`src/core/kms_pkg.sv`:
```
// Constants, types and state layout for the keypad matrix scanner
package kms_pkg;
    localparam int ROWS = 8;
    localparam int COLS = 12;
    localparam int NCODE = 4;
    localparam int DEPTH = 8;
    localparam int WAIT_SCALE = 4;
    localparam int DED_FIRST = 2;
    localparam int DED_ROW_OFS = 8;
    localparam logic [5:0] IDX_SETTLE = 6'h01;
    localparam logic [5:0] IDX_BOUNCE = 6'h02;
    localparam logic [5:0] IDX_SIZE = 6'h03;
    localparam logic [5:0] IDX_DEDCFG = 6'h04;
    localparam logic [5:0] IDX_CODE0 = 6'h0B;
    localparam logic [5:0] IDX_CODE3 = 6'h0E;
    localparam logic [5:0] IDX_EVT = 6'h10;
    localparam logic [5:0] IDX_STAT = 6'h11;
    localparam logic [5:0] IDX_CTRL = 6'h12;
    localparam logic [7:0] RST_SETTLE = 8'hA3;
    localparam logic [7:0] RST_BOUNCE = 8'hA3;
    localparam logic [7:0] RST_SIZE = 8'h00;
    localparam logic [15:0] RST_DED = 16'hFFFF;
    localparam logic [3:0] SIZE_MIN = 4'h2;
    localparam logic [3:0] ROW_MAX = 4'h8;
    localparam logic [3:0] COL_MAX = 4'hC;
    localparam logic [3:0] SFK_COL = 4'hC;
    localparam logic [6:0] CODE_NONE = 7'h7F;
    localparam logic [7:0] EVT_EMPTY = 8'hFF;
    localparam int STAT_REL = 0;
    localparam int STAT_LOST = 1;
    localparam int CTRL_REL_EN = 0;
    localparam int CTRL_FLUSH = 1;

    typedef enum logic [2:0] {
        ST_IDLE, ST_SETTLE, ST_SFK, ST_COL, ST_DED, ST_CMP, ST_GAP, ST_EVT
    } kms_state_t;

    typedef logic [6:0] kms_code_t;

    typedef struct packed {
        kms_state_t st;
        logic [3:0] idx;
        logic [9:0] cnt;
        logic [2:0] ei;
        logic [7:0] sfk;
        logic [3:0][6:0] cur;
        logic [2:0] cur_n;
        logic [3:0][6:0] prev;
        logic [2:0] prev_n;
        logic have_prev;
        logic [3:0][6:0] stab;
        logic [2:0] stab_n;
        logic [19:0] snap;
        logic [7:0] settle;
        logic [7:0] bounce;
        logic [7:0] size;
        logic [15:0] ded;
        logic [7:0][7:0] fifo;
        logic [2:0] wp;
        logic [2:0] rp;
        logic [3:0] fcnt;
        logic lost;
        logic rel;
        logic rel_en;
        logic irq;
        logic [11:0] col_drv;
        logic [11:0] col_oe;
        logic [7:0] row_own;
        logic [11:0] col_own;
        logic pready;
        logic pslverr;
        logic [31:0] prdata;
        logic pop_pend;
    } kms_regs_t;
endpackage

```
`src/core/kms_top.sv`:
```
// Keypad matrix scanner with APB register slave
//
// Chosen here: the register addresses and register access over APB.
module kms_top (
    // Clock and reset
    input wire logic clk_sys,
    input wire logic rst_b,
    // APB slave
    input wire logic psel,
    input wire logic penable,
    input wire logic pwrite,
    input wire logic [7:0] paddr,
    input wire logic [31:0] pwdata,
    output logic pready,
    output logic pslverr,
    output logic [31:0] prdata,
    // Keypad lines
    input wire logic [kms_pkg::ROWS-1:0] row_line,
    input wire logic [kms_pkg::COLS-1:0] col_line_in,
    output logic [kms_pkg::COLS-1:0] col_line_out,
    output logic [kms_pkg::COLS-1:0] col_line_oe,
    // Line ownership towards GPIO and release event
    output logic [kms_pkg::ROWS-1:0] row_owned,
    output logic [kms_pkg::COLS-1:0] col_owned,
    output logic key_release_irq
);
    kms_pkg::kms_regs_t s_r;
    kms_pkg::kms_regs_t s_nxt;
    logic [3:0] nrow;
    logic [3:0] ncol;
    logic mat_en;
    logic [7:0] row_mat;
    logic [7:0] row_ded;
    logic [11:0] col_mat;
    logic [11:0] col_ded;
    logic [19:0] pressed;
    logic trig;
    logic setup;
    logic done;
    logic [5:0] aidx;
    logic hit;

    assign nrow = s_r.size[7:4];
    assign ncol = s_r.size[3:0];
    // Codes 0 and 1 leave the matrix off rather than half-configured
    assign mat_en = (nrow >= kms_pkg::SIZE_MIN) && (nrow <= kms_pkg::ROW_MAX)
                    && (ncol >= kms_pkg::SIZE_MIN) && (ncol <= kms_pkg::COL_MAX);

    genvar g;
    generate
        for (g = 0; g < kms_pkg::ROWS; g++) begin : g_row
            assign row_mat[g] = mat_en && (4'(g) < nrow);
            if (g >= kms_pkg::DED_FIRST) begin : g_d
                assign row_ded[g] = !s_r.ded[g+kms_pkg::DED_ROW_OFS] && !row_mat[g];
            end else begin : g_n
                assign row_ded[g] = 1'b0;
            end
        end
        for (g = 0; g < kms_pkg::COLS; g++) begin : g_col
            assign col_mat[g] = mat_en && (4'(g) < ncol);
            if (g >= kms_pkg::DED_FIRST) begin : g_d
                assign col_ded[g] = !s_r.ded[g-kms_pkg::DED_FIRST] && !col_mat[g];
            end else begin : g_n
                assign col_ded[g] = 1'b0;
            end
        end
    endgenerate

    // A change in the pressed pattern, press or release, wakes the scanner
    assign pressed = {~col_line_in & col_ded, ~row_line & (row_mat | row_ded)};
    assign trig = (pressed != s_r.snap);
    assign setup = psel && !penable;
    assign done = psel && penable && s_r.pready;
    assign aidx = paddr[7:2];
    assign hit = (paddr[1:0] == 2'b00) && ((aidx == kms_pkg::IDX_SETTLE)
                 || (aidx == kms_pkg::IDX_BOUNCE) || (aidx == kms_pkg::IDX_SIZE)
                 || (aidx == kms_pkg::IDX_DEDCFG) || (aidx == kms_pkg::IDX_EVT)
                 || (aidx == kms_pkg::IDX_STAT) || (aidx == kms_pkg::IDX_CTRL)
                 || ((aidx >= kms_pkg::IDX_CODE0) && (aidx <= kms_pkg::IDX_CODE3)));

    function automatic kms_pkg::kms_regs_t kms_add(kms_pkg::kms_regs_t a, kms_pkg::kms_code_t c);
        kms_pkg::kms_regs_t b;
        b = a;
        if (b.cur_n < 3'(kms_pkg::NCODE)) begin
            b.cur[b.cur_n[1:0]] = c;
            b.cur_n = b.cur_n + 3'd1;
        end
        return b;
    endfunction

    function automatic kms_pkg::kms_regs_t kms_start(kms_pkg::kms_regs_t a);
        kms_pkg::kms_regs_t b;
        b = a;
        b.st = kms_pkg::ST_SFK;
        b.sfk = 8'h00;
        b.cur_n = 3'd0;
        for (int i = 0; i < kms_pkg::NCODE; i++) begin
            b.cur[i] = kms_pkg::CODE_NONE;
        end
        return b;
    endfunction

    function automatic kms_pkg::kms_regs_t kms_push(kms_pkg::kms_regs_t a, logic [7:0] e);
        kms_pkg::kms_regs_t b;
        b = a;
        // When full the newest event is dropped and flagged as lost
        if (b.fcnt < 4'(kms_pkg::DEPTH)) begin
            b.fifo[b.wp] = e;
            b.wp = b.wp + 3'd1;
            b.fcnt = b.fcnt + 4'd1;
        end else begin
            b.lost = 1'b1;
        end
        if (e[7]) begin
            b.rel = 1'b1;
        end
        return b;
    endfunction

    function automatic logic kms_in(kms_pkg::kms_code_t c, logic [3:0][6:0] set, logic [2:0] n);
        logic f;
        f = 1'b0;
        for (int i = 0; i < kms_pkg::NCODE; i++) begin
            if ((3'(i) < n) && (set[i] == c)) begin
                f = 1'b1;
            end
        end
        return f;
    endfunction

    always_comb begin
        logic [7:0] rd;
        logic [1:0] k;
        logic same;
        logic [3:0] cx;
        logic [3:0] nr_n;
        logic [3:0] nc_n;
        logic en_n;
        logic [7:0] rm_n;
        logic [11:0] cm_n;
        rd = 8'h00;
        k = 2'd0;
        same = 1'b0;
        cx = 4'h0;
        nr_n = 4'h0;
        nc_n = 4'h0;
        en_n = 1'b0;
        rm_n = 8'h00;
        cm_n = 12'h000;
        s_nxt = s_r;
        // APB: read data is captured in the setup cycle, zero wait states
        s_nxt.pready = setup;
        s_nxt.pslverr = setup && !hit;
        s_nxt.pop_pend = 1'b0;
        if (aidx >= kms_pkg::IDX_CODE0 && aidx <= kms_pkg::IDX_CODE3) begin
            cx = 4'(aidx - kms_pkg::IDX_CODE0);
        end
        unique case (aidx)
            kms_pkg::IDX_SETTLE: rd = s_r.settle;
            kms_pkg::IDX_BOUNCE: rd = s_r.bounce;
            kms_pkg::IDX_SIZE: rd = s_r.size;
            kms_pkg::IDX_EVT: rd = (s_r.fcnt != 4'd0) ? s_r.fifo[s_r.rp] : kms_pkg::EVT_EMPTY;
            kms_pkg::IDX_STAT: rd = {6'h00, s_r.lost, s_r.rel};
            kms_pkg::IDX_CTRL: rd = {7'h00, s_r.rel_en};
            default: begin
                if (cx < 4'(s_r.stab_n) && aidx >= kms_pkg::IDX_CODE0) begin
                    rd = {(cx + 4'd1 < 4'(s_r.stab_n)), s_r.stab[cx[1:0]]};
                end else begin
                    rd = {1'b0, kms_pkg::CODE_NONE};
                end
            end
        endcase
        if (setup) begin
            s_nxt.prdata = (!hit) ? 32'h0000_0000 : (aidx == kms_pkg::IDX_DEDCFG)
                           ? {16'h0000, s_r.ded} : {24'h00_0000, rd};
            s_nxt.pop_pend = hit && !pwrite && (aidx == kms_pkg::IDX_EVT)
                             && (s_r.fcnt != 4'd0);
        end else if (done) begin
            s_nxt.prdata = 32'h0000_0000;
        end
        if (done && s_r.pop_pend) begin
            s_nxt.rp = s_r.rp + 3'd1;
            s_nxt.fcnt = s_r.fcnt - 4'd1;
        end
        if (done && pwrite && !s_r.pslverr) begin
            unique case (aidx)
                kms_pkg::IDX_SETTLE: s_nxt.settle = pwdata[7:0];
                kms_pkg::IDX_BOUNCE: s_nxt.bounce = pwdata[7:0];
                kms_pkg::IDX_SIZE: s_nxt.size = pwdata[7:0];
                kms_pkg::IDX_DEDCFG: s_nxt.ded = pwdata[15:0];
                kms_pkg::IDX_STAT: begin
                    s_nxt.rel = s_r.rel && !pwdata[kms_pkg::STAT_REL];
                    s_nxt.lost = s_r.lost && !pwdata[kms_pkg::STAT_LOST];
                end
                kms_pkg::IDX_CTRL: begin
                    s_nxt.rel_en = pwdata[kms_pkg::CTRL_REL_EN];
                    if (pwdata[kms_pkg::CTRL_FLUSH]) begin
                        s_nxt.rp = 3'd0;
                        s_nxt.wp = 3'd0;
                        s_nxt.fcnt = 4'd0;
                    end
                end
                default: begin
                end
            endcase
        end
        // Scanner; pushes come after the clears so a new event wins
        unique case (s_r.st)
            kms_pkg::ST_IDLE: begin
                if (trig) begin
                    s_nxt.have_prev = 1'b0;
                    if (s_r.settle == 8'h00) begin
                        s_nxt = kms_start(s_nxt);
                    end else begin
                        s_nxt.st = kms_pkg::ST_SETTLE;
                        s_nxt.cnt = 10'(kms_pkg::WAIT_SCALE * s_r.settle) - 10'd1;
                    end
                end
            end
            kms_pkg::ST_SETTLE, kms_pkg::ST_GAP: begin
                if (s_r.cnt == 10'd0) begin
                    s_nxt = kms_start(s_nxt);
                end else begin
                    s_nxt.cnt = s_r.cnt - 10'd1;
                end
            end
            kms_pkg::ST_SFK: begin
                for (int r = 0; r < kms_pkg::ROWS; r++) begin
                    if (row_mat[r] && !row_line[r]) begin
                        s_nxt.sfk[r] = 1'b1;
                        s_nxt = kms_add(s_nxt, {3'(r), kms_pkg::SFK_COL});
                    end
                end
                s_nxt.idx = 4'h0;
                s_nxt.st = mat_en ? kms_pkg::ST_COL : kms_pkg::ST_DED;
            end
            kms_pkg::ST_COL: begin
                // A ghost corner pulls its row low too and is reported like a press
                for (int r = 0; r < kms_pkg::ROWS; r++) begin
                    if (row_mat[r] && !s_r.sfk[r] && !row_line[r]) begin
                        s_nxt = kms_add(s_nxt, {3'(r), s_r.idx});
                    end
                end
                if (s_r.idx == ncol - 4'h1) begin
                    s_nxt.st = kms_pkg::ST_DED;
                end else begin
                    s_nxt.idx = s_r.idx + 4'h1;
                end
            end
            kms_pkg::ST_DED: begin
                for (int r = 0; r < kms_pkg::ROWS; r++) begin
                    if (row_ded[r] && !row_line[r]) begin
                        s_nxt = kms_add(s_nxt, {3'(r), 4'h0});
                    end
                end
                for (int c = 0; c < kms_pkg::COLS; c++) begin
                    if (col_ded[c] && !col_line_in[c]) begin
                        s_nxt = kms_add(s_nxt, {3'h0, 4'(c)});
                    end
                end
                s_nxt.st = kms_pkg::ST_CMP;
            end
            kms_pkg::ST_CMP: begin
                same = s_r.have_prev && (s_r.cur == s_r.prev) && (s_r.cur_n == s_r.prev_n);
                if (same) begin
                    s_nxt.st = kms_pkg::ST_EVT;
                    s_nxt.ei = 3'd0;
                end else begin
                    s_nxt.prev = s_r.cur;
                    s_nxt.prev_n = s_r.cur_n;
                    s_nxt.have_prev = 1'b1;
                    if (s_r.bounce == 8'h00) begin
                        s_nxt = kms_start(s_nxt);
                    end else begin
                        s_nxt.st = kms_pkg::ST_GAP;
                        s_nxt.cnt = 10'(kms_pkg::WAIT_SCALE * s_r.bounce) - 10'd1;
                    end
                end
            end
            kms_pkg::ST_EVT: begin
                k = s_r.ei[1:0];
                if (!s_r.ei[2]) begin
                    if ((3'(k) < s_r.stab_n) && !kms_in(s_r.stab[k], s_r.cur, s_r.cur_n)) begin
                        s_nxt = kms_push(s_nxt, {1'b1, s_r.stab[k]});
                    end
                end else if ((3'(k) < s_r.cur_n)
                             && !kms_in(s_r.cur[k], s_r.stab, s_r.stab_n)) begin
                    s_nxt = kms_push(s_nxt, {1'b0, s_r.cur[k]});
                end
                s_nxt.ei = s_r.ei + 3'd1;
                if (s_r.ei == 3'd7) begin
                    s_nxt.stab = s_r.cur;
                    s_nxt.stab_n = s_r.cur_n;
                    s_nxt.snap = pressed;
                    s_nxt.st = kms_pkg::ST_IDLE;
                end
            end
        endcase
        s_nxt.irq = s_nxt.rel && s_nxt.rel_en;
        s_nxt.col_drv = 12'h000;
        // Masks from the setup taking effect now, so line drive never lags a size write
        nr_n = s_nxt.size[7:4];
        nc_n = s_nxt.size[3:0];
        en_n = (nr_n >= kms_pkg::SIZE_MIN) && (nr_n <= kms_pkg::ROW_MAX)
               && (nc_n >= kms_pkg::SIZE_MIN) && (nc_n <= kms_pkg::COL_MAX);
        rm_n = en_n ? 8'((9'h001 << nr_n) - 9'h001) : 8'h00;
        cm_n = en_n ? 12'((13'h0001 << nc_n) - 13'h0001) : 12'h000;
        s_nxt.row_own = rm_n | ~{s_nxt.ded[15:10], 2'b11};
        s_nxt.col_own = cm_n | ~{s_nxt.ded[9:0], 2'b11};
        if (s_nxt.st == kms_pkg::ST_IDLE) begin
            s_nxt.col_oe = cm_n;
        end else if (s_nxt.st == kms_pkg::ST_COL) begin
            s_nxt.col_oe = (12'h001 << s_nxt.idx) & cm_n;
        end else begin
            s_nxt.col_oe = 12'h000;
        end
    end

    always_ff @(posedge clk_sys or negedge rst_b) begin
        if (!rst_b) begin
            s_r <= '0;
            s_r.st <= kms_pkg::ST_IDLE;
            s_r.settle <= kms_pkg::RST_SETTLE;
            s_r.bounce <= kms_pkg::RST_BOUNCE;
            s_r.size <= kms_pkg::RST_SIZE;
            s_r.ded <= kms_pkg::RST_DED;
            s_r.cur <= {kms_pkg::NCODE{kms_pkg::CODE_NONE}};
            s_r.prev <= {kms_pkg::NCODE{kms_pkg::CODE_NONE}};
            s_r.stab <= {kms_pkg::NCODE{kms_pkg::CODE_NONE}};
        end else begin
            s_r <= s_nxt;
        end
    end

    assign pready = s_r.pready;
    assign pslverr = s_r.pslverr;
    assign prdata = s_r.prdata;
    assign col_line_out = s_r.col_drv;
    assign col_line_oe = s_r.col_oe;
    assign row_owned = s_r.row_own;
    assign col_owned = s_r.col_own;
    assign key_release_irq = s_r.irq;
endmodule

```
`config.mk`:
```
export PLATFORM = sky130hd
export DESIGN_NAME = kms_top
export DESIGN_NICKNAME = d
export VERILOG_FILES = /design/src/core/kms_pkg.sv /design/src/core/kms_top.sv
export SDC_FILE = /design/constraint.sdc
export NUM_CORES = 1
export LEC_CHECK = 0
export ABC_AREA = 1
export BUFFER_PORTS_ARGS = -buffer_cell sky130_fd_sc_hd__buf_4
export CAP_MARGIN = 0
export CORE_MARGIN = 2
export CORE_UTILIZATION = 35
export DETAILED_ROUTE_END_ITERATION = 7
export GPL_TIMING_DRIVEN = 0
export SYNTH_ARGS = -nofsm -noshare
export SYNTH_HDL_FRONTEND = slang
export SYNTH_SLANG_ARGS = --single-unit
export TNS_END_PERCENT = 30
```
`constraint.sdc`:
```
create_clock -name clk_sys -period 20.8 [get_ports clk_sys]
set_clock_uncertainty 0.15 [all_clocks]
set_input_delay 4.16 -clock clk_sys [delete_from_list [all_inputs] [get_ports clk_sys]]
set_output_delay 4.16 -clock clk_sys [all_outputs]
set_load 0.005 [all_outputs]
```
==> metrics.md <==
| Metric | Value |
|---|---|
| Status | complete, no violations |
| CP most frequent cell | nand2_1 |
| WP data required | 21.09 ns |
| Synth top area share | 21.1% |
| Clock Tree Root | clkbuf_16 |
| Power per cell area | 132 nW/um^2 |
| Tot GR Track Use | 25.8% |
| Count leader, synth | nand2_1 |
| Hpwl dp | 71700 microns |
| EDFF count, synth | 0 |
| Antenna Cells | 0 |
| Period utilization | 69.8% |
| GPL Wtd Cong | 1.02 |
| Slew of the pin with the lowest slew margin | 1.41 ns |
| Total gr overflow | 0 |
| Setup TNS | 0 ns |
| # H-tree levels | 2 |
| First-pass GRT wire length | 139000 microns |
| Area contributors post-synth | dfrtp_1 21%, dfstp_2 12%, nand2_1 12%, o21ai_0 8.8%, inv_1 7.3% |
| CTS sink cnt | 309 |
| WS Path Type | in2reg |
| Design area | 27200 sq um |
| Layout cells sized above 1 | 13.8% |
| Min setup slack post-route | 6.28 ns |
| Antenna violations before repair | 1 |
| Nature of the critical path endpoint | flop |
| Deepest clock path buffer count | 3 |
| Max Freq | 0.0689 GHz |
| Sequential element share of the synthesized area | 32.9% |
| Highest-delay cell along the critical path | nor2_1 |
| Yosys top cell by area | dfrtp_1 |
| Ys async rst share | 100% |
| Post-CTS Resized | 0 |
| Slew headroom | 4.99% |
| Via count | 24200 |
| Nets | 3741 |
| Die Area | 70300 sq um |
| I/O Pins | 144 |
| Floorplan Core Area | 67400 sq um |
| Crit-path max FO | 7 |
| Mapped cell area | 23900 sq um |
| IO Port Bufs | 97 |
| Clock slew seen by the registers of the worst setup and hold paths | 0.06 ns |
| Final min period | 14.52 ns |
| DRC Markers | 0 |
| Starting Density | 35.4% |
| Placed instance area | 25900 sq um |
| Min-delay worst type | reg2reg |
| Rows | 95 |
| HP Start | s_r[120] |
| Wl on met1 | 41300 microns |
| Predominant post-synthesis flop cell | dfrtp_1 |
| Pre-CTS WS | 5.89 ns |
| Die height | 265 microns |
| Met3 wire len | 7960 microns |
| Data arrival time of the critical path | 14.81 ns |
| WL final | 91800 microns |
| Synthesized instance count | 3389 |
| Worst R2R Start | s_r[280] |
| Cts-stage hold buffer count | 0 |
| Slowest stage delay, CP | 0.47 ns |
| Detailed Route Iter0 Violations | 2684 |
| 1st-pass router iterations | 7 |
| Largest net degree at the start of global routing | 118 |
| Die Wd | 265 microns |
| CTS Buf Count | 38 |
| Synth Area per Inst | 7.05 sq um |
| RSZ-0062 raised after global routing | no |
| Post-DRT Antenna Nets | 0 |
| CP Launch Type | input port |
| Area growth syn-to-layout | 14.0% |
| Clk Latency, worst-skew pair | 0.59 ns |
| Final setup vio count | 0 |
| Number of library cell types mapped by synthesis | 69 |
| Post-CTS setup buffer count | 0 |
| CP startpoint | row_line[2] |
| Avg WL per Cell | 20.6 microns |
| Final Hold Viols | 0 |
| Synth cell count leaders | 733 x nand2_1, 466 x inv_1, 422 x o21ai_0 |
| Ys Warns | 0 |
| Vias in the first global route | 22500 |
| VDD IR max | 0.0000726 V |
| Worst Hold Slack | 0.334 ns |
| CTS tree | done |
| #FFs+latches synth | 309 |
| Met2 routed WL | 38500 microns |
| Top sig layer | met5 |
| Max-slew violation count | 0 |
| Leakage | 13.1 nW |
| Vias per inst | 5.43 |
| Maxcap violations | 0 |
[metal layers]
layer,vias to the layer above,track usage (%)
li1,11500,-
met1,11400,36.5
met2,1025,38.4
met3,203,4.79
met4,2,10.6
met5,-,0
[stage by stage]
stage | power [W] | instances | util, %
2_1_floorplan | 0.00217 | 3416 | -
3_3_place_gp | 0.00279 | 4386 | 38.3
3_5_place_dp | 0.00280 | 4388 | 38.4
4_1_cts | 0.00354 | 4457 | 40.4
5_1_grt | 0.00384 | 4457 | 40.4
6_report | 0.00359 | 4457 | 40.4
[logic make-up (layout without fill, tap and decap cells)]
logic type      count (synthesis)  count (layout)  synth area share [%]
fa+ha+maj                     121             121                  6.34
flops                         309             309                  32.9
simple gates                 1370            1370                  25.7
compound gates                847             847                  20.2
mux                             5               5                 0.236
xor+xnor                       71              71                  2.93
buf+inv                       665             833                  11.7
other cells                     1              28                0.0157
[power by group]
part	switching [W]	internal (W)
Clock	0.000287	0.000439
Combinational	0.00139	0.000578
Sequential	0.000142	0.000752
Total	0.00182	0.00177
[critical path: cells and delay by family]
kind,cells,cell delay [ns]
compound gates,6,1.51
fa+ha+maj,14,3.95
buf+inv,14,1.10
simple gates,27,4.06
[path summary, 6_finish.rpt]
check	endpoint	slack [ns]	cells past startpoint
setup / recovery	s_r[310]	6.28	61
hold / removal	s_r[120]	0.33	2
setup reg to reg	s_r[310]	8.68	62
hold reg to reg	s_r[120]	0.33	2
max in group asynchronous	s_r[313]	15.99	2
min in group asynchronous	prdata[8]	3.41	1
[layout make-up]
cell class | instances | area, sq um
fillers | 7042 | 40200
multi-input cells | 2442 | 13300
flip-flops and latches | 309 | 7870
inverters | 511 | 1920
clock buffers | 51 | 1110
well taps | 873 | 1090
plain buffers | 154 | 870
repair buffers | 99 | 791
clock inverters | 18 | 245
[placed cells by master, fill, tap and decap left out, types with 29 or more instances in the layout]
cell type / netlist / final
nand2_1: 733 / 733
inv_1: 466 / 466
o21ai_0: 422 / 422
nor2_1: 239 / 239
dfrtp_1: 201 / 201
a21oi_1: 195 / 195
buf_4: 76 / 172
nand3_1: 163 / 163
ha_1: 121 / 121
dfstp_2: 108 / 108
clkbuf_1: 69 / 72
nor3_1: 64 / 64
xor2_1: 49 / 49
nand4_1: 47 / 47
clkbuf_16: 0 / 39
inv_2: 32 / 32
o21ai_1: 29 / 29
o22ai_1: 29 / 29
[flip-flops by register name (all words and copies together), names as in the netlist]
register and count:
pready 1, nrow 4, row_owned 8, ncol 4, prdata 16, s_r 250, col_owned 12, key_release_irq 1
col_line_oe 12, pslverr 1
(Power assumes the default switching activity.)
